## config.mk

```make
export PLATFORM = sky130hd
export DESIGN_NAME = byte_alu
export DESIGN_NICKNAME = d
export VERILOG_FILES = /design/src/hw/byte_alu_pkg.sv /design/src/hw/alu_result_if.sv /design/src/hw/byte_alu_unit.sv /design/src/hw/byte_alu.sv
export VERILOG_INCLUDE_DIRS = /design/src /design/src/hw
export SDC_FILE = /design/constraint.sdc
export NUM_CORES = 1
export LEC_CHECK = 0
export BUFFER_PORTS_ARGS = -buffer_cell sky130_fd_sc_hd__buf_4
export CAP_MARGIN = 5
export CORE_MARGIN = 2
export CORE_UTILIZATION = 46
export CTS_CLUSTER_DIAMETER = 30
export DETAILED_ROUTE_END_ITERATION = 10
export PLACE_DENSITY = 0.85
export SLEW_MARGIN = 20
export SYNTH_ARGS = -nofsm -noshare
export SYNTH_HDL_FRONTEND = slang
export SYNTH_SLANG_ARGS = --single-unit
export TNS_END_PERCENT = 10
```

## constraint.sdc

```tcl
create_clock -name clk -period 2.3 [get_ports clk]
set_clock_uncertainty 0.2 [all_clocks]
set_input_delay 0.23 -clock clk [delete_from_list [all_inputs] [get_ports clk]]
set_output_delay 0.23 -clock clk [all_outputs]
set_load 0.02 [all_outputs]
```

## src/hw/byte_alu_map.svh

```systemverilog
// offsets, widths, opcode codes and reset values for the byte alu
`ifndef BYTE_ALU_MAP_SVH
`define BYTE_ALU_MAP_SVH
`define ALU_OP_NONE      3'h0
`define ALU_OP_ADD_LIT   3'h1
`define ALU_OP_ADD_REG   3'h2
`define ALU_OP_AND_LIT   3'h3
`define ALU_OP_AND_REG   3'h4
`define ALU_OP_BIT_ZERO  3'h5
`define ALU_OP_BIT_ONE   3'h6
`define ALU_OP_SKIP_ZERO 3'h7
`define ALU_ACC_RESET    8'h00
`define ALU_ADDR_MAX     7'h7F
`define ALU_CARRY_BIT    8
`define ALU_NIBBLE_BIT   4
`endif

```

## src/hw/byte_alu_pkg.sv

```systemverilog
// types shared by the byte alu modules
package byte_alu_pkg;
	typedef enum logic [2:0] {
		OP_NONE      = 3'h0,
		OP_ADD_LIT   = 3'h1,
		OP_ADD_REG   = 3'h2,
		OP_AND_LIT   = 3'h3,
		OP_AND_REG   = 3'h4,
		OP_BIT_ZERO  = 3'h5,
		OP_BIT_ONE   = 3'h6,
		OP_SKIP_ZERO = 3'h7
	} alu_op_t;
	typedef enum logic [1:0] {
		ST_RUN  = 2'h1,
		ST_SKIP = 2'h2
	} seq_state_t;
endpackage

```

## src/hw/alu_result_if.sv

```systemverilog
// carrier between the byte alu core and its arithmetic unit
interface alu_result_if;
	logic [7:0] lhs;
	logic [7:0] rhs;
	logic       use_and;
	logic [7:0] result;
	logic       carry;
	logic       nibble;
	logic       zero;
	modport core (output lhs, output rhs, output use_and,
		input result, input carry, input nibble, input zero);
	modport unit (input lhs, input rhs, input use_and,
		output result, output carry, output nibble, output zero);
endinterface

```

## src/hw/byte_alu_unit.sv

```systemverilog
// combinational add / and unit with flag generation
`include "byte_alu_map.svh"
module byte_alu_unit (
	alu_result_if.unit io
);
	logic [8:0] sum;
	logic [4:0] low_sum;

	always_comb begin
		sum     = {1'b0, io.lhs} + {1'b0, io.rhs};
		low_sum = {1'b0, io.lhs[3:0]} + {1'b0, io.rhs[3:0]};
		if (io.use_and) begin
			io.result = io.lhs & io.rhs;
		end else begin
			io.result = sum[7:0];
		end
		io.carry  = sum[`ALU_CARRY_BIT];
		io.nibble = low_sum[`ALU_NIBBLE_BIT];
		io.zero   = (io.result == 8'h00);
	end
endmodule

```

## src/hw/byte_alu.sv

```systemverilog
// byte alu executing add, and, bit write and skip-on-clear instructions
// Summary of operation
// - add literal 0..255 to accumulator, result to accumulator, update carry, nibble, zero.
// - add file register 0..127 to accumulator, update carry, nibble and zero.
// - target select 0 writes accumulator, 1 writes the addressed file register.
// - and literal with accumulator into accumulator, only zero flag changes.
// - and file register with accumulator into selected target, only zero flag.
// - bit zero write clears chosen bit 0..7 of register, flags kept.
// - bit one write sets chosen bit 0..7 of register, flags kept.
// - skip test: bit one runs next; bit zero discards next, runs a nop.
`include "byte_alu_map.svh"
module byte_alu (
	input  wire logic       clk,
	input  wire logic       rst_n,
	input  wire logic       issue,
	input  wire logic [2:0] opcode,
	input  wire logic [7:0] literal,
	input  wire logic [6:0] file_addr,
	input  wire logic [2:0] bit_pos,
	input  wire logic       target_sel,
	output logic [6:0]      rf_raddr,
	input  wire logic [7:0] rf_rdata,
	output logic            rf_we,
	output logic [6:0]      rf_waddr,
	output logic [7:0]      rf_wdata,
	output logic [7:0]      accumulator,
	output logic            carry_flag,
	output logic            nibble_overflow_flag,
	output logic            zero_flag,
	output logic            skip_active,
	output logic            retired
);
	byte_alu_pkg::alu_op_t    op;
	byte_alu_pkg::seq_state_t state_q;
	alu_result_if             alu ();
	logic                     exec;
	logic                     is_reg_op;
	logic [7:0]               bit_mask;
	logic [7:0]               acc_q;
	logic                     c_q;
	logic                     dc_q;
	logic                     z_q;
	logic                     we_q;
	logic [6:0]               waddr_q;
	logic [7:0]               wdata_q;
	logic                     retired_q;

	byte_alu_unit u_unit (
		.io (alu.unit)
	);

	assign op        = byte_alu_pkg::alu_op_t'(opcode);
	assign exec      = issue && (state_q == byte_alu_pkg::ST_RUN);
	assign is_reg_op = (op == byte_alu_pkg::OP_ADD_REG) || (op == byte_alu_pkg::OP_AND_REG);
	assign bit_mask  = 8'h01 << bit_pos;
	assign rf_raddr  = file_addr;

	// operand routing
	always_comb begin
		alu.lhs     = acc_q;
		alu.use_and = (op == byte_alu_pkg::OP_AND_LIT) || (op == byte_alu_pkg::OP_AND_REG);
		case (op)
			byte_alu_pkg::OP_ADD_LIT: alu.rhs = literal;
			byte_alu_pkg::OP_AND_LIT: alu.rhs = literal;
			byte_alu_pkg::OP_ADD_REG: alu.rhs = rf_rdata;
			byte_alu_pkg::OP_AND_REG: alu.rhs = rf_rdata;
			default: alu.rhs = 8'h00;
		endcase
	end

	// skip sequencing: discarded slot is a nop
	always_ff @(posedge clk or negedge rst_n) begin
		if (!rst_n) begin
			state_q <= byte_alu_pkg::ST_RUN;
		end else begin
			case (state_q)
				byte_alu_pkg::ST_RUN: begin
					if (exec && op == byte_alu_pkg::OP_SKIP_ZERO &&
						!rf_rdata[bit_pos]) begin
						state_q <= byte_alu_pkg::ST_SKIP;
					end
				end
				byte_alu_pkg::ST_SKIP: begin
					if (issue) begin
						state_q <= byte_alu_pkg::ST_RUN;
					end
				end
				default: state_q <= byte_alu_pkg::ST_RUN;
			endcase
		end
	end

	// accumulator update
	always_ff @(posedge clk or negedge rst_n) begin
		if (!rst_n) begin
			acc_q <= `ALU_ACC_RESET;
		end else if (exec) begin
			if (op == byte_alu_pkg::OP_ADD_LIT || op == byte_alu_pkg::OP_AND_LIT) begin
				acc_q <= alu.result;
			end else if (is_reg_op && !target_sel) begin
				acc_q <= alu.result;
			end
		end
	end

	// carry flag: only the add ops touch it
	always_ff @(posedge clk or negedge rst_n) begin
		if (!rst_n) begin
			c_q <= 1'b0;
		end else if (exec) begin
			case (op)
				byte_alu_pkg::OP_ADD_LIT,
				byte_alu_pkg::OP_ADD_REG: begin
					c_q <= alu.carry;
				end
				default: begin
					c_q <= c_q;
				end
			endcase
		end
	end

	// nibble flag: only the add ops touch it
	always_ff @(posedge clk or negedge rst_n) begin
		if (!rst_n) begin
			dc_q <= 1'b0;
		end else if (exec) begin
			case (op)
				byte_alu_pkg::OP_ADD_LIT,
				byte_alu_pkg::OP_ADD_REG: begin
					dc_q <= alu.nibble;
				end
				default: begin
					dc_q <= dc_q;
				end
			endcase
		end
	end

	// zero flag: add and and ops; bit ops and skip leave it alone
	always_ff @(posedge clk or negedge rst_n) begin
		if (!rst_n) begin
			z_q <= 1'b0;
		end else if (exec) begin
			case (op)
				byte_alu_pkg::OP_ADD_LIT,
				byte_alu_pkg::OP_ADD_REG,
				byte_alu_pkg::OP_AND_LIT,
				byte_alu_pkg::OP_AND_REG: begin
					z_q <= alu.zero;
				end
				default: begin
					z_q <= z_q;
				end
			endcase
		end
	end

	// file register write strobe, one cycle per write
	always_ff @(posedge clk or negedge rst_n) begin
		if (!rst_n) begin
			we_q <= 1'b0;
		end else begin
			we_q <= 1'b0;
			if (exec) begin
				case (op)
					byte_alu_pkg::OP_ADD_REG,
					byte_alu_pkg::OP_AND_REG: begin
						we_q <= target_sel;
					end
					byte_alu_pkg::OP_BIT_ZERO,
					byte_alu_pkg::OP_BIT_ONE: begin
						we_q <= 1'b1;
					end
					default: we_q <= 1'b0;
				endcase
			end
		end
	end

	// write address follows the slot address
	always_ff @(posedge clk or negedge rst_n) begin
		if (!rst_n) begin
			waddr_q <= 7'h00;
		end else begin
			waddr_q <= file_addr;
		end
	end

	// write data: alu result or read-modify-write of one bit
	always_ff @(posedge clk or negedge rst_n) begin
		if (!rst_n) begin
			wdata_q <= 8'h00;
		end else if (exec) begin
			case (op)
				byte_alu_pkg::OP_ADD_REG,
				byte_alu_pkg::OP_AND_REG: begin
					wdata_q <= alu.result;
				end
				byte_alu_pkg::OP_BIT_ZERO: begin
					wdata_q <= rf_rdata & ~bit_mask;
				end
				byte_alu_pkg::OP_BIT_ONE: begin
					wdata_q <= rf_rdata | bit_mask;
				end
				default: wdata_q <= wdata_q;
			endcase
		end
	end

	// one pulse per consumed instruction slot, including the nop
	always_ff @(posedge clk or negedge rst_n) begin
		if (!rst_n) begin
			retired_q <= 1'b0;
		end else begin
			retired_q <= issue;
		end
	end

	assign accumulator          = acc_q;
	assign carry_flag           = c_q;
	assign nibble_overflow_flag = dc_q;
	assign zero_flag            = z_q;
	assign skip_active          = (state_q == byte_alu_pkg::ST_SKIP);
	assign rf_we                = we_q;
	assign rf_waddr             = waddr_q;
	assign rf_wdata             = wdata_q;
	assign retired              = retired_q;
endmodule

```

# Yosys cells after proc, flatten, opt, wreduce, memory -nomap -nowiden
# Cells that the tools add are included.
totals:
  out_inout_bits: 36
  input_bits: 33
  regBits: 30
  word_cells: 62
classes:
  n_mux: 12
  n_lt_le_gt_ge: 1
  add_sub_neg: 2
  n_eq_ne: 11
  reduce_logical: 22
  bitwise: 4
  shifts: 1
op_table:
  columns: ["operator", "count"]
  rows:
  - ["8-bit two-way mux", 3]
  - ["8-bit one-hot mux with 3 select lines", 1]
  - ["8-bit AND", 2]
  - ["8-bit one-hot mux with 2 select lines", 1]
  - ["3-bit equality test, second input constant", 4]
  - ["2-bit AND reduction", 5]
  - ["8-bit by 8-bit adder with 9-bit output", 1]
  - ["8-bit zero test", 1]
  - ["8-bit inverter", 1]
  - ["8-bit OR", 1]
  - ["2-bit OR reduction", 4]
  - ["1-bit by 3-bit left shift with 8-bit output, first input constant", 1]
  - ["3-bit by 2-bit equality test with 1-bit output, second input constant", 2]
  - ["4-bit by 4-bit adder with 5-bit output", 1]
  - ["1-bit logical AND", 4]
  - ["3-bit by 4-bit less-than comparator with 1-bit output, second input constant", 1]
  - ["2-bit two-way mux", 2]
  - ["2-bit one-hot mux with 2 select lines", 1]
  - ["4-bit OR reduction", 1]
  - ["1-bit binary-select mux with 3-bit select", 1]
  - ["3-bit by 1-bit equality test with 1-bit output, second input constant", 1]
  - ["1-bit logical OR", 3]
  - ["3-bit nonzero test", 1]
  - ["2-bit by 1-bit equality test with 1-bit output, second input constant", 1]
  - ["other kinds (7)", 9]

# Logic depth before layout (Yosys ltp)
# Gate-level depths: netlist of run 1.
depth:
  depth_word: 7
  ltp_mapped: 14
  ltp_nobuf: 12

# Hierarchy
# From an unflattened synthesis of run 1, not the netlist that was laid out.
unflattened:
  hier_cells: 219
  area_unflattened_um2: 2193.4
by_module_without_submodules:
  columns: ["mod", "instances", "cells_each", "area_each_um2"]
  rows:
  - ["byte_alu", 1, 145, 1664.1]
  - ["byte_alu_unit", 1, 74, 529.3]

# Worst setup path after synthesis of run 1
# Ideal clock, no wire load.
synth_timing:
  path_kind: "input -> register"
  start: "input opcode[1]"
  end: "register wdata_q[6], in the netlist rf_wdata[6]"
  cell_stages: 12
  t_arrival_ns: 2.485
  t_required_ns: 1.979
  setup_slack_ns: -0.506
  path_cell_list: "buf_6 clkbuf_1 xnor2_1 nor2_1 a22o_1 fa_1 a211oi_1 o21bai_1 a21oi_1 xnor2_1 o211ai_1 a22o_1"
synth_via:
  elab_chain_cells: 6
  elab_cells_between_ends: 16
  cone_classes: "add/sub (1); eq/ne (6); mux (3); bitwise (1); reduce/logical (5)"
synth_rtl:
  columns: ["element", "line", "rtl"]
  rows:
  - ["start: declaration", "byte_alu.sv:16", "input wire logic [2:0] opcode,"]
  - ["3-bit by 2-bit equality test with 1-bit output (tied with other cells)", "byte_alu.sv:62, byte_alu.sv:195", null]
  - ["2-bit OR reduction (no source line)", null, null]
  - ["8-bit one-hot mux with 2 select lines", "byte_alu.sv:62", "case (op)"]
  - ["8-bit by 8-bit adder with 9-bit output or 8-bit AND (tied branches)", "byte_alu_unit.sv:10, byte_alu_unit.sv:13", null]
  - ["8-bit two-way mux", "byte_alu_unit.sv:12", "if (io.use_and) begin"]
  - ["8-bit one-hot mux with 3 select lines", "byte_alu.sv:195", "case (op)"]
  - ["end signal: assignment", "byte_alu.sv:198", "wdata_q <= alu.result;"]
  - ["end signal: assignment", "byte_alu.sv:201", "wdata_q <= rf_rdata & ~bit_mask;"]
  - ["end signal: assignment", "byte_alu.sv:204", "wdata_q <= rf_rdata | bit_mask;"]
  - ["end: declaration", "byte_alu.sv:45", "logic [7:0] wdata_q;"]
# Several ways; a longest one is shown, not always the timed one.
# A chain may end at the register's enable or synchronous reset.

# Worst setup path in the final report of run 1
layout_timing:
  start: "input opcode[1]"
  end: "register z_q, in the netlist zero_flag"
layout_via:
  elab_chain_cells: 6
  elab_cells_between_ends: 14
  cone_classes: "add/sub (1); eq/ne (4); mux (2); bitwise (1); reduce/logical (6)"
layout_rtl:
  columns: ["element", "line", "rtl"]
  rows:
  - ["3-bit by 2-bit equality test with 1-bit output (tied with other cells)", "byte_alu.sv:62, byte_alu.sv:145", null]
  - ["2-bit OR reduction (no source line)", null, null]
  - ["8-bit one-hot mux with 2 select lines", "byte_alu.sv:62", null]
  - ["8-bit by 8-bit adder with 9-bit output or 8-bit AND (tied branches)", "byte_alu_unit.sv:10, byte_alu_unit.sv:13", null]
  - ["8-bit two-way mux", "byte_alu_unit.sv:12", null]
  - ["8-bit zero test", "byte_alu_unit.sv:19", "io.zero = (io.result == 8'h00);"]
  - ["end signal: assignment", "byte_alu.sv:150", "z_q <= alu.zero;"]
  - ["end signal: assignment", "byte_alu.sv:153", "z_q <= z_q;"]
  - ["end: declaration", "byte_alu.sv:42", "logic z_q;"]
# Several ways; a longest one is shown, not always the timed one.

==> metrics.txt, run 1 <==
Max-cap violations 0; YS warnings 0; CTS Buf Count 5; share of cells above drive strength 1 0.464; # port buffers 68; status complete, but fails checks; final period utilization 1.06; RSZ-0062 raised after global routing true; Final min period around 2400 ps; pwr/cell area 995 nW/um^2; Final Max Tran Viols 0; antenna violations before repair 0; GR Overflow Total 0; CTS tree yes; reg-to-reg endpoint zero_flag$_DFFE_PN0P_; routability congestion estimate 0.908; Cell Area, Synth 2140 sq um; Final nets 378; Die Y 72.2 um; number of synthesized flops with an enable pin 0; Area Overhead vs Synth 50.9%; adder-cell share of the synthesized area 0.0561; Leak Pwr 0.00152 uW; Slew @ Worst Pin about 650 ps; worst r2r src accumulator[0]$_DFFE_PN0P_; Syn Inst Count 237; dpl ws -540 ps; Simple-Gate Fraction of Synth Area 0.203; first-pass GRT wire length about 9600 um; #FFs+latches synth 30; TritonRoute pass-1 iters 5; HP Class in -> reg; clock sink count 30; I/O Pins 69; DRC viols 0; Starting DRT DRC Count 225; Post-synth top flop dfrtp_1; worst hold slack 89.7 ps; reg2reg setup slack -130 ps; vias in the first global route 2052; CP Data Required Time between 2000 and 2500 ps; Clock transition at path regs 70 ps; largest net degree at the start of global routing 31; startpoint type of the worst setup path primary input; ANT nets after route 0; worst vdd ir 0.450 mV; Synth Area in XOR/XNOR 0.0246; Rows 24; total track usage 0.240; Initial Utilization 0.485; multiplexer area fraction after synthesis 0.106; achievable frequency roughly 410 MHz; crit path from opcode[1]; Worst setup endpoint zero_flag$_DFFE_PN0P_; Root Buffer clkbuf_8; ANT cells 0; setup_tns -390 ps; Total Routed Length 6630 um; final worst slack -139 ps; Async S/R FF share, synth 1.00; routed via count 2275; later-pin clock latency in the skew report between 200 and 300 ps; Final Hold Fails 0; Core Region 4410 sq um; Worst EP arrival 2440 ps; Vias/cell 5.86; Net Count, Synth 279; Crit Path Class in -> reg; number of H-tree levels 2; dpl hpwl 4500 um; final setup violation count 5; Slew headroom 0.565; syn_area_per_cell 9.03 sq um; Util after Layout 0.732; failing checks negative setup slack; Clock Tree Buf Depth 2; largest family of logic cells by synthesized area simple AND/OR/NAND/NOR gates; Netlist cell types 53; Crit Path Max Fanout 10; die area 5210 sq um; Worst R2R Path Depth 9; CP endpoint kind register; WL/cell 17.1 um; Synth Area in Compound Gates 0.182; die span in x slightly above 70 um; register area share after synthesis 0.351
## metal layers
| layer | up-vias | wire length, um | track usage |
|---|---|---|---|
| li1 | 1032 | - | - |
| met1 | 1071 | 2550 | 0.300 |
| met2 | 142 | 3250 | 0.413 |
| met3 | 30 | 588 | 0.0389 |
| met4 | 0 | 238 | 0.0964 |
| met5 | - | 0 | 0 |
## registers in the layout, summed over array words and instances (netlist names)
name,count
accumulator,8
carry_flag,1
nibble_overflow_flag,1
retired,1
rf_waddr,7
rf_wdata,8
rf_we,1
state_q,2
zero_flag,1
## per-stage QoR
step                      instances  total power [uW]  instance area [sq um]
after floorplan                 237              1680                   2160
after global placement          370              2310                   2840
after detailed placement        370              2360                   2840
after CTS                       387              3060                   3150
after global routing            388              3360                   3230
final                           388              3210                   3230
## cells in the final DEF (no fill, tap or decap), types with 5 or more instances in the layout
cell type / count
a21oi_1: 16
mux2i_1: 7
o21ai_0: 8
dfrtp_1: 29
ha_1: 5
nand2_1: 29
buf_4: 100
a21oi_2: 5
o21ai_1: 10
clkbuf_8: 6
mux2_2: 7
dlygate4sd3_1: 9
nor2_1: 20
## power breakdown
group,internal (uW),leakage (uW),total [uW],switching (uW)
clock network,346,0.0000573,557,211
registers,677,0.000357,796,119
logic,902,0.00110,1860,958
## worst max-delay path, stage by stage
cell and delay [ps]:
buf_12 120, nor3b_4 290, nand2_1 100, o21ai_0 110
ha_1 330, and2_1 180, and3_4 180, or3_4 330
a31oi_4 200, o2111ai_2 160, o31ai_2 210
## how the worst min path moves through the flow
stage / endpoint / from / slack, ps / cells past startpoint
2_1_floorplan: accumulator[0]$_DFFE_PN0P_ / rst_n / -270 / 0
3_3_place_gp: retired$_DFF_PN0_ / rst_n / -20 / 1
3_5_place_dp: state_q[1]$_DFFE_PN0P_ / rst_n / -10 / 1
4_1_cts: rf_we$_DFF_PN0_ / target_sel / 80 / 3
5_1_grt: rf_we$_DFF_PN0_ / target_sel / 120 / 3
6_report: rf_we$_DFF_PN0_ / target_sel / 90 / 3
## cells in the mapped netlist (all sizes together), types with 2 or more instances
library cell	number	area, sq um
a211oi	2	15.0
a21boi	2	15.0
a21o	3	22.5
a21oi	21	105
a22o	3	26.3
a31oi	2	12.5
and2	2	12.5
and3b	3	26.3
buf	13	111
clkbuf	8	30.0
dfrtp	29	726
ha	8	100
inv	5	21.3
mux2	8	90.1
mux2i	8	92.6
mux4	2	45.0
nand2	30	120
nand2b	2	12.5
nand3	2	10.0
nand3b	3	22.5
nand4	2	12.5
nor2	22	85.1
nor2b	3	18.8
nor3	3	15.0
nor3b	5	53.8
nor4	2	12.5
o211ai	2	15.0
o21ai	22	110
o21bai	2	15.0
xnor2	4	35.0
xor2	2	17.5
## logic make-up after synthesis
kind of cell               count (synthesis)
buffers and inverters                     26
DFF                                       30
muxes                                     18
adders and majority gates                  9
xor gates and xnor gates                   6
AOI/OAI and AO/OA                         65
and+or+nand+nor                           83
## timing repair
action                                 in CTS  in global routing
buffers inserted                            1                  1
resized for setup                          23                 19
pin swaps                                   9                 13
endpoints found under the hold margin      39                  0
setup endpoints to repair                  10                 12
hold buffers                                9                  0
## cell type report
| class | count | area, sq um |
|---|---|---|
| Tap cell | 52 | 65.1 |
| Clock inverter | 1 | 30.0 |
| Fill cell | 293 | 1180 |
| Clock buffer | 6 | 82.6 |
| Inverter | 5 | 21.3 |
| Multi-Input combinational cell | 181 | 1380 |
| Sequential cell | 30 | 752 |
| Timing Repair Buffer | 113 | 895 |
Power figures use the tool's default switching activity.
==> run 2, diff against run 1 <==
--- a/config.mk
+++ b/config.mk
@@ -13,6 +13,7 @@
 export CTS_CLUSTER_DIAMETER = 30
 export DETAILED_ROUTE_END_ITERATION = 10
 export PLACE_DENSITY = 0.85
+export SETUP_SLACK_MARGIN = 0.02
 export SLEW_MARGIN = 20
 export SYNTH_ARGS = -nofsm -noshare
 export SYNTH_HDL_FRONTEND = slang
==> metrics.txt, run 2 (synthesized netlist as in run 1, its figures left out) <==
status complete, but fails checks (unchanged); failing checks negative setup slack (unchanged); ANT nets after route 0 (unchanged); delay-heaviest family, CP simple AND/OR/NAND/NOR gates (unchanged); Inst Count DP 370 (unchanged); routed via count 2267 (was 2275); largest net degree at the start of global routing 31 (unchanged); Worst Path Buf+Inv 1 (unchanged); dpl hpwl 4500 um (unchanged); startpoint type of the worst setup path primary input (unchanged); Internal 1930 uW (about the same); slowest cell delay on critical path 330 ps (about the same); Final nets 378 (unchanged); Vias/cell 5.84 (was 5.86); Core Region 4410 sq um (unchanged); Final Max Tran Viols 0 (unchanged); CP endpoint kind register (unchanged); CP Cell Sequence buf_12 -> nor3b_4 -> nand2_1 -> o21ai_0 -> ha_1 -> and2_1 -> and3_4 -> or3_4 -> a31oi_4 -> o2111ai_2 -> o31ai_2 (unchanged); Clock Tree Buf Depth 2 (unchanged); Post-DP Area 2840 sq um (unchanged); ANT cells 0 (unchanged); pwr/cell area 994 nW/um^2 (was 995 nW/um^2); Die Y 72.2 um (unchanged); final setup violation count 5 (unchanged); clock sink count 30 (unchanged); antenna violations before repair 0 (unchanged); Final Hold Fails 0 (unchanged); DRC viols 0 (unchanged); most common cell after layout, fill and taps aside buf_4 (unchanged); worst vdd ir 0.450 mV (about the same); die area 5210 sq um (unchanged); die span in x 72.2 um (unchanged); Slowest-stage cell, CP ha_1 (unchanged); Starting DRT DRC Count 225 (unchanged); Final min period 2440 ps (about the same); GR Overflow Total 0 (unchanged); first-pass GRT wire length 9640 um (unchanged); Psw 1280 uW (was 1290 uW); Hold Crit Depth 3 (unchanged); Post-Layout Cell Count 388 (unchanged); Clock transition at path regs 70 ps (about the same); Root Buffer clkbuf_8 (unchanged); RSZ-0062 raised after global routing true (unchanged); I/O Pins 69 (unchanged); Slew headroom 0.566 (was 0.565); achievable frequency 410 MHz (about the same); sw frac 0.400 (was 0.401); Rows 24 (unchanged); total track usage 0.240 (unchanged); HP Class in -> reg (unchanged); CTS Buf Count 5 (unchanged); vias in the first global route 2052 (unchanged); Worst EP arrival 2440 ps (about the same); routability congestion estimate 0.908 (unchanged); Crit Path Class in -> reg (unchanged); Worst path depth 11 (unchanged); # port buffers 68 (unchanged); final worst slack -139 ps (about the same); Leak Pwr 0.00152 uW (about the same); TritonRoute pass-1 iters 5 (unchanged); Total Routed Length 6620 um (was 6630 um); Gate power share 0.579 (about the same); Crit Path Max Fanout 10 (unchanged); Initial Utilization 0.485 (unchanged); commonest cells after routing, fill and taps aside 100 x buf_4, 29 x nand2_1, 29 x dfrtp_1 (unchanged); Slew @ Worst Pin 651 ps (was 652 ps); share of cells above drive strength 1 0.464 (unchanged); CTS tree yes (unchanged); CP Data Required Time 2300 ps (about the same); number of H-tree levels 2 (unchanged); Flop pwr share 0.248 (about the same); clock network fraction of total power 0.173 (about the same); Area Overhead vs Synth 50.9% (unchanged); WL/cell 17.1 um (about the same); later-pin clock latency in the skew report 290 ps (about the same); final instance area 3230 sq um (unchanged); Fillers 293 (unchanged); Max-cap violations 0 (unchanged); Worst R2R Path Depth 9 (unchanged); final period utilization 1.06 (about the same)
run 2: cell counts in the layout (fill, tap and decap cells not counted):
Identical to the previous run, type by type.
run 2: layout make-up:
class                           instances  area [sq um]  area share
Inverter                                5          21.3     0.00659
Sequential cell                        30           752       0.233
Clock inverter                          1          30.0     0.00930
Timing Repair Buffer                  113           895       0.277
Clock buffer                            6          82.6      0.0256
Tap cell                               52          65.1      0.0201
Multi-Input combinational cell        181          1380       0.429
run 2: layer usage:
metal  GRT usage  share of wire  vias up  wire length, um
met2       0.413           0.49      128             3260
met4      0.0964          0.037        0              248
li1            -              -     1033                -
met3      0.0389          0.081       28              539
met1       0.300           0.39     1078             2570
met5           0              0        -                0
run 2: power by group through the flow:
stage | Clock [uW] | Combinational [uW] | Sequential, uW
after floorplan | 0 | 714 | 966
after global placement | 0 | 1520 | 791
after detailed placement | 0 | 1560 | 798
after CTS | 551 | 1720 | 791
after global routing | 573 | 1970 | 815
final | 557 | 1860 | 797
run 2: worst paths after layout:
check                                      startpoint                       to  slack, ps
setup / recovery                            opcode[1]    zero_flag$_DFFE_PN0P_       -140
hold / removal                             target_sel          rf_we$_DFF_PN0_         90
setup reg to reg           accumulator[0]$_DFFE_PN0P_    zero_flag$_DFFE_PN0P_       -130
hold reg to reg               rf_wdata[0]$_DFFE_PN0P_  rf_wdata[0]$_DFFE_PN0P_        290
max in group asynchronous                       rst_n   state_q[0]$_DFFE_PN1P_       1370
min in group asynchronous                       rst_n        retired$_DFF_PN0_        210
run 2: worst reg2reg max path, stage by stage, from the launching register on:
cell and delay (ps):
dfrtp_1 390, ha_2 210, fa_2 360, buf_4 160
xnor2_2 170, nor3_2 90, a21oi_2 140, nor2b_1 190
nand4_1 180, o31ai_2 260
run 2: timing repair:
item | 4_1_cts | 5_1_grt
hold endpoints to repair | 39 | 0
resized for setup | 23 | 19
hold buffers | 9 | 0
pin swaps | 10 | 13
endpoints found under the setup margin | 10 | 13
setup buffers | 1 | 1
run 2: metrics by stage:
stage	util	hold WS (ps)	total power [uW]	setup TNS, ps	setup WS, ps
2_1_floorplan	-	-266	1680	-2160	-307
3_3_place_gp	0.643	-17.4	2310	-4070	-499
3_5_place_dp	0.643	-13.6	2360	-4810	-540
4_1_cts	0.715	84.0	3060	-129	-46.2
5_1_grt	0.732	123	3360	-826	-210
6_report	0.732	90.0	3210	-401	-139
==> run 3, diff against run 2 <==
--- a/config.mk
+++ b/config.mk
@@ -17,5 +17,6 @@
 export SLEW_MARGIN = 20
 export SYNTH_ARGS = -nofsm -noshare
 export SYNTH_HDL_FRONTEND = slang
+export SYNTH_HIERARCHICAL = 1
 export SYNTH_SLANG_ARGS = --single-unit
-export TNS_END_PERCENT = 10
+export TNS_END_PERCENT = 100
==> metrics.txt, run 3 <==
status complete, but fails checks (unchanged); failing checks negative setup slack (unchanged); Worst R2R Path Depth 9 (unchanged); Util after Layout 0.751 (was 0.732); final instance area 3500 sq um (was 3230 sq um); syn_area_per_cell 10.0 sq um (was 9.03 sq um); DRC viols 0 (unchanged); vias in the first global route 2244 (was 2052); Rows 25 (was 24); routability congestion estimate 1.05 (was 0.908); Core Region 4660 sq um (was 4410 sq um); Slew headroom 0.647 (was 0.566); worst vdd ir 0.737 mV (was 0.450 mV); worst r2r src accumulator[0]$_DFFE_PN0P_ (unchanged); Clock Tree Buf Depth 2 (unchanged); later-pin clock latency in the skew report 290 ps (about the same); ANT cells 0 (unchanged); Crit Path Class in -> reg (unchanged); achievable frequency 393 MHz (was 410 MHz); crit path from opcode[2] (was opcode[1]); Die Y 73.1 um (was 72.2 um); WL/cell 19.4 um (was 17.1 um); startpoint type of the worst setup path primary input (unchanged); Commonest cells post-synth 29 x dfrtp_1, 18 x nor2_1, 14 x nand2_1, 10 x a21oi_1, 10 x o21ai_0 (was 29 x dfrtp_1, 29 x nand2_1, 21 x a21oi_1, 21 x nor2_1, 15 x o21ai_0); final period utilization 1.11 (was 1.06); Vias/cell 5.86 (was 5.84); routed via count 2279 (was 2267); Clock transition at path regs 70 ps (about the same); Netlist cell types 52 (was 53); Leak Pwr 0.00164 uW (was 0.00152 uW); Post-DP Area 2970 sq um (was 2840 sq um); Hold Crit Depth 3 (unchanged); hold_sp target_sel (unchanged); number of H-tree levels 2 (unchanged); die span in x 73.1 um (was 72.2 um); WL met2 3880 um (was 3260 um); cell taking the most area after synthesis dfrtp_1 (unchanged); Starting DRT DRC Count 190 (was 225); CTS tree yes (unchanged); pwr/cell area 1010 nW/um^2 (was 994 nW/um^2); Syn Inst Count 219 (was 237); Power, Total 3540 uW (was 3210 uW); Net Count, Synth 261 (was 279); dpl ws -590 ps (was -540 ps); Inst Count DP 357 (was 370); # port buffers 68 (unchanged); final worst slack -246 ps (was -139 ps); cell with the most instances after synthesis dfrtp_1; Post-Layout Cell Count 389 (was 388); GR Overflow Total 0 (unchanged); Async S/R FF share, synth 1.00 (unchanged); Final Hold Fails 0 (unchanged); Max-cap violations 0 (unchanged); commonest cells after routing, fill and taps aside 106 x buf_4, 29 x dfrtp_1, 14 x nand2_1 (was 100 x buf_4, 29 x nand2_1, 29 x dfrtp_1); Cell Area, Synth 2190 sq um (was 2140 sq um); Slew @ Worst Pin 530 ps (was 651 ps); top cells by area, synth dfrtp_1 33%, mux2_4 5.5%, mux2_2 4.6% (was dfrtp_1 34%, nand2_1 5.1%, a21oi_1 4.9%); I/O Pins 69 (unchanged); max layer used met4 (unchanged); number of synthesized flops with an enable pin 0 (unchanged); clock sink count 30 (unchanged); Initial Utilization 0.471 (was 0.485); Final nets 376 (was 378); Final min period 2550 ps (was 2440 ps); Synth top area share 0.331 (was 0.339); Final Max Tran Viols 0 (unchanged); Post-synth top flop dfrtp_1 (unchanged); final setup violation count 12 (was 5); CP endpoint kind register (unchanged); Worst EP arrival 2520 ps (was 2440 ps); Crit Path Max Fanout 5 (was 10); ANT nets after route 0 (unchanged); RSZ-0062 raised after global routing true (unchanged); largest net degree at the start of global routing 31 (unchanged); HP Class in -> reg (unchanged); register area share after synthesis 0.343 (was 0.351); #FFs+latches synth 30 (unchanged); reg2reg setup slack -140 ps (was -130 ps); met3 wire length 558 um (was 539 um); antenna violations before repair 0 (unchanged); Area Overhead vs Synth 59.6% (was 50.9%); TritonRoute pass-1 iters 4 (was 5); Root Buffer clkbuf_8 (unchanged); Total Routed Length 7550 um (was 6620 um); CTS Buf Count 5 (unchanged); Post-Route M1 WL 2820 um (was 2570 um); share of cells above drive strength 1 0.567 (was 0.464); die area 5340 sq um (was 5210 sq um); total track usage 0.268 (was 0.240); first-pass GRT wire length 10900 um (was 9640 um); most common cell after layout, fill and taps aside buf_4 (unchanged); dpl hpwl 4580 um (was 4500 um); YS warnings 6 (was 0); CP Data Required Time 2280 ps (was 2300 ps)
-- run 3: area by class of cell --
| type | count | area [sq um] |
|---|---|---|
| clock buffer | 5 | 68.8 |
| multi-input combinational | 163 | 1520 |
| tap | 54 | 67.6 |
| clock inverter | 3 | 40.0 |
| sequential | 30 | 752 |
| timing repair buffer | 125 | 1010 |
| fill | 288 | 1160 |
| inverter | 9 | 38.8 |
-- run 3: logic make-up (layout without fill, tap and decap cells) --
family                   count (synthesis)  count (layout)  share of synthesized area
AND/OR/NAND/NOR                         66              66                      0.172
buffers and inverters                   26             142                     0.0713
multiplexers                            26              26                      0.153
XOR/XNOR                                 6               6                     0.0240
AO/OA/AOI/OAI                           56              56                      0.181
flip-flops                              30              30                      0.343
adder cells (fa/ha/maj)                  9               9                     0.0548
-- run 3: final timing paths --
check,endpoint
setup / recovery,zero_flag$_DFFE_PN0P_
min in group asynchronous,carry_flag$_DFFE_PN0P_
hold / removal,rf_we$_DFF_PN0_
max in group asynchronous,state_q[0]$_DFFE_PN1P_
setup reg to reg,zero_flag$_DFFE_PN0P_
hold reg to reg,rf_wdata[7]$_DFFE_PN0P_
-- run 3: power by group --
group,switching (uW),total [uW],internal [uW]
Clock,223,542,319
Sequential,136,813,678
Combinational,1060,2180,1120
Total,1420,3540,2110
-- run 3: worst max-delay path: stages --
cell and delay, ps:
buf_8 110, xor2_4 200, a32o_2 300, ha_4 180
inv_4 60, fa_2 240, nor2b_4 60, o31a_1 290
or4_4 460, nand3_4 90, nor4_2 50, mux2_4 260
-- run 3: per-layer routing --
metal / up-vias / GRT usage
met1: 1079 / 0.322
met2: 144 / 0.455
met5: - / 0
li1: 1014 / -
met3: 42 / 0.0594
met4: 0 / 0.123
-- run 3: repair_timing --
action	in CTS	in global routing
pin swaps	19	18
hold buffers	9	0
endpoints found under the hold margin	40	0
setup endpoints to repair	12	15
cloned	0	0
resized for setup	29	26
buffers inserted	11	5
-- run 3: stage by stage --
stage	setup TNS [ps]	hold WS, ps
after CTS	-408	54.6
after global routing	-2110	78.8
after floorplan	-1790	-266
after detailed placement	-5710	-10.8
final	-1460	57.3
after global placement	-4940	-15.7
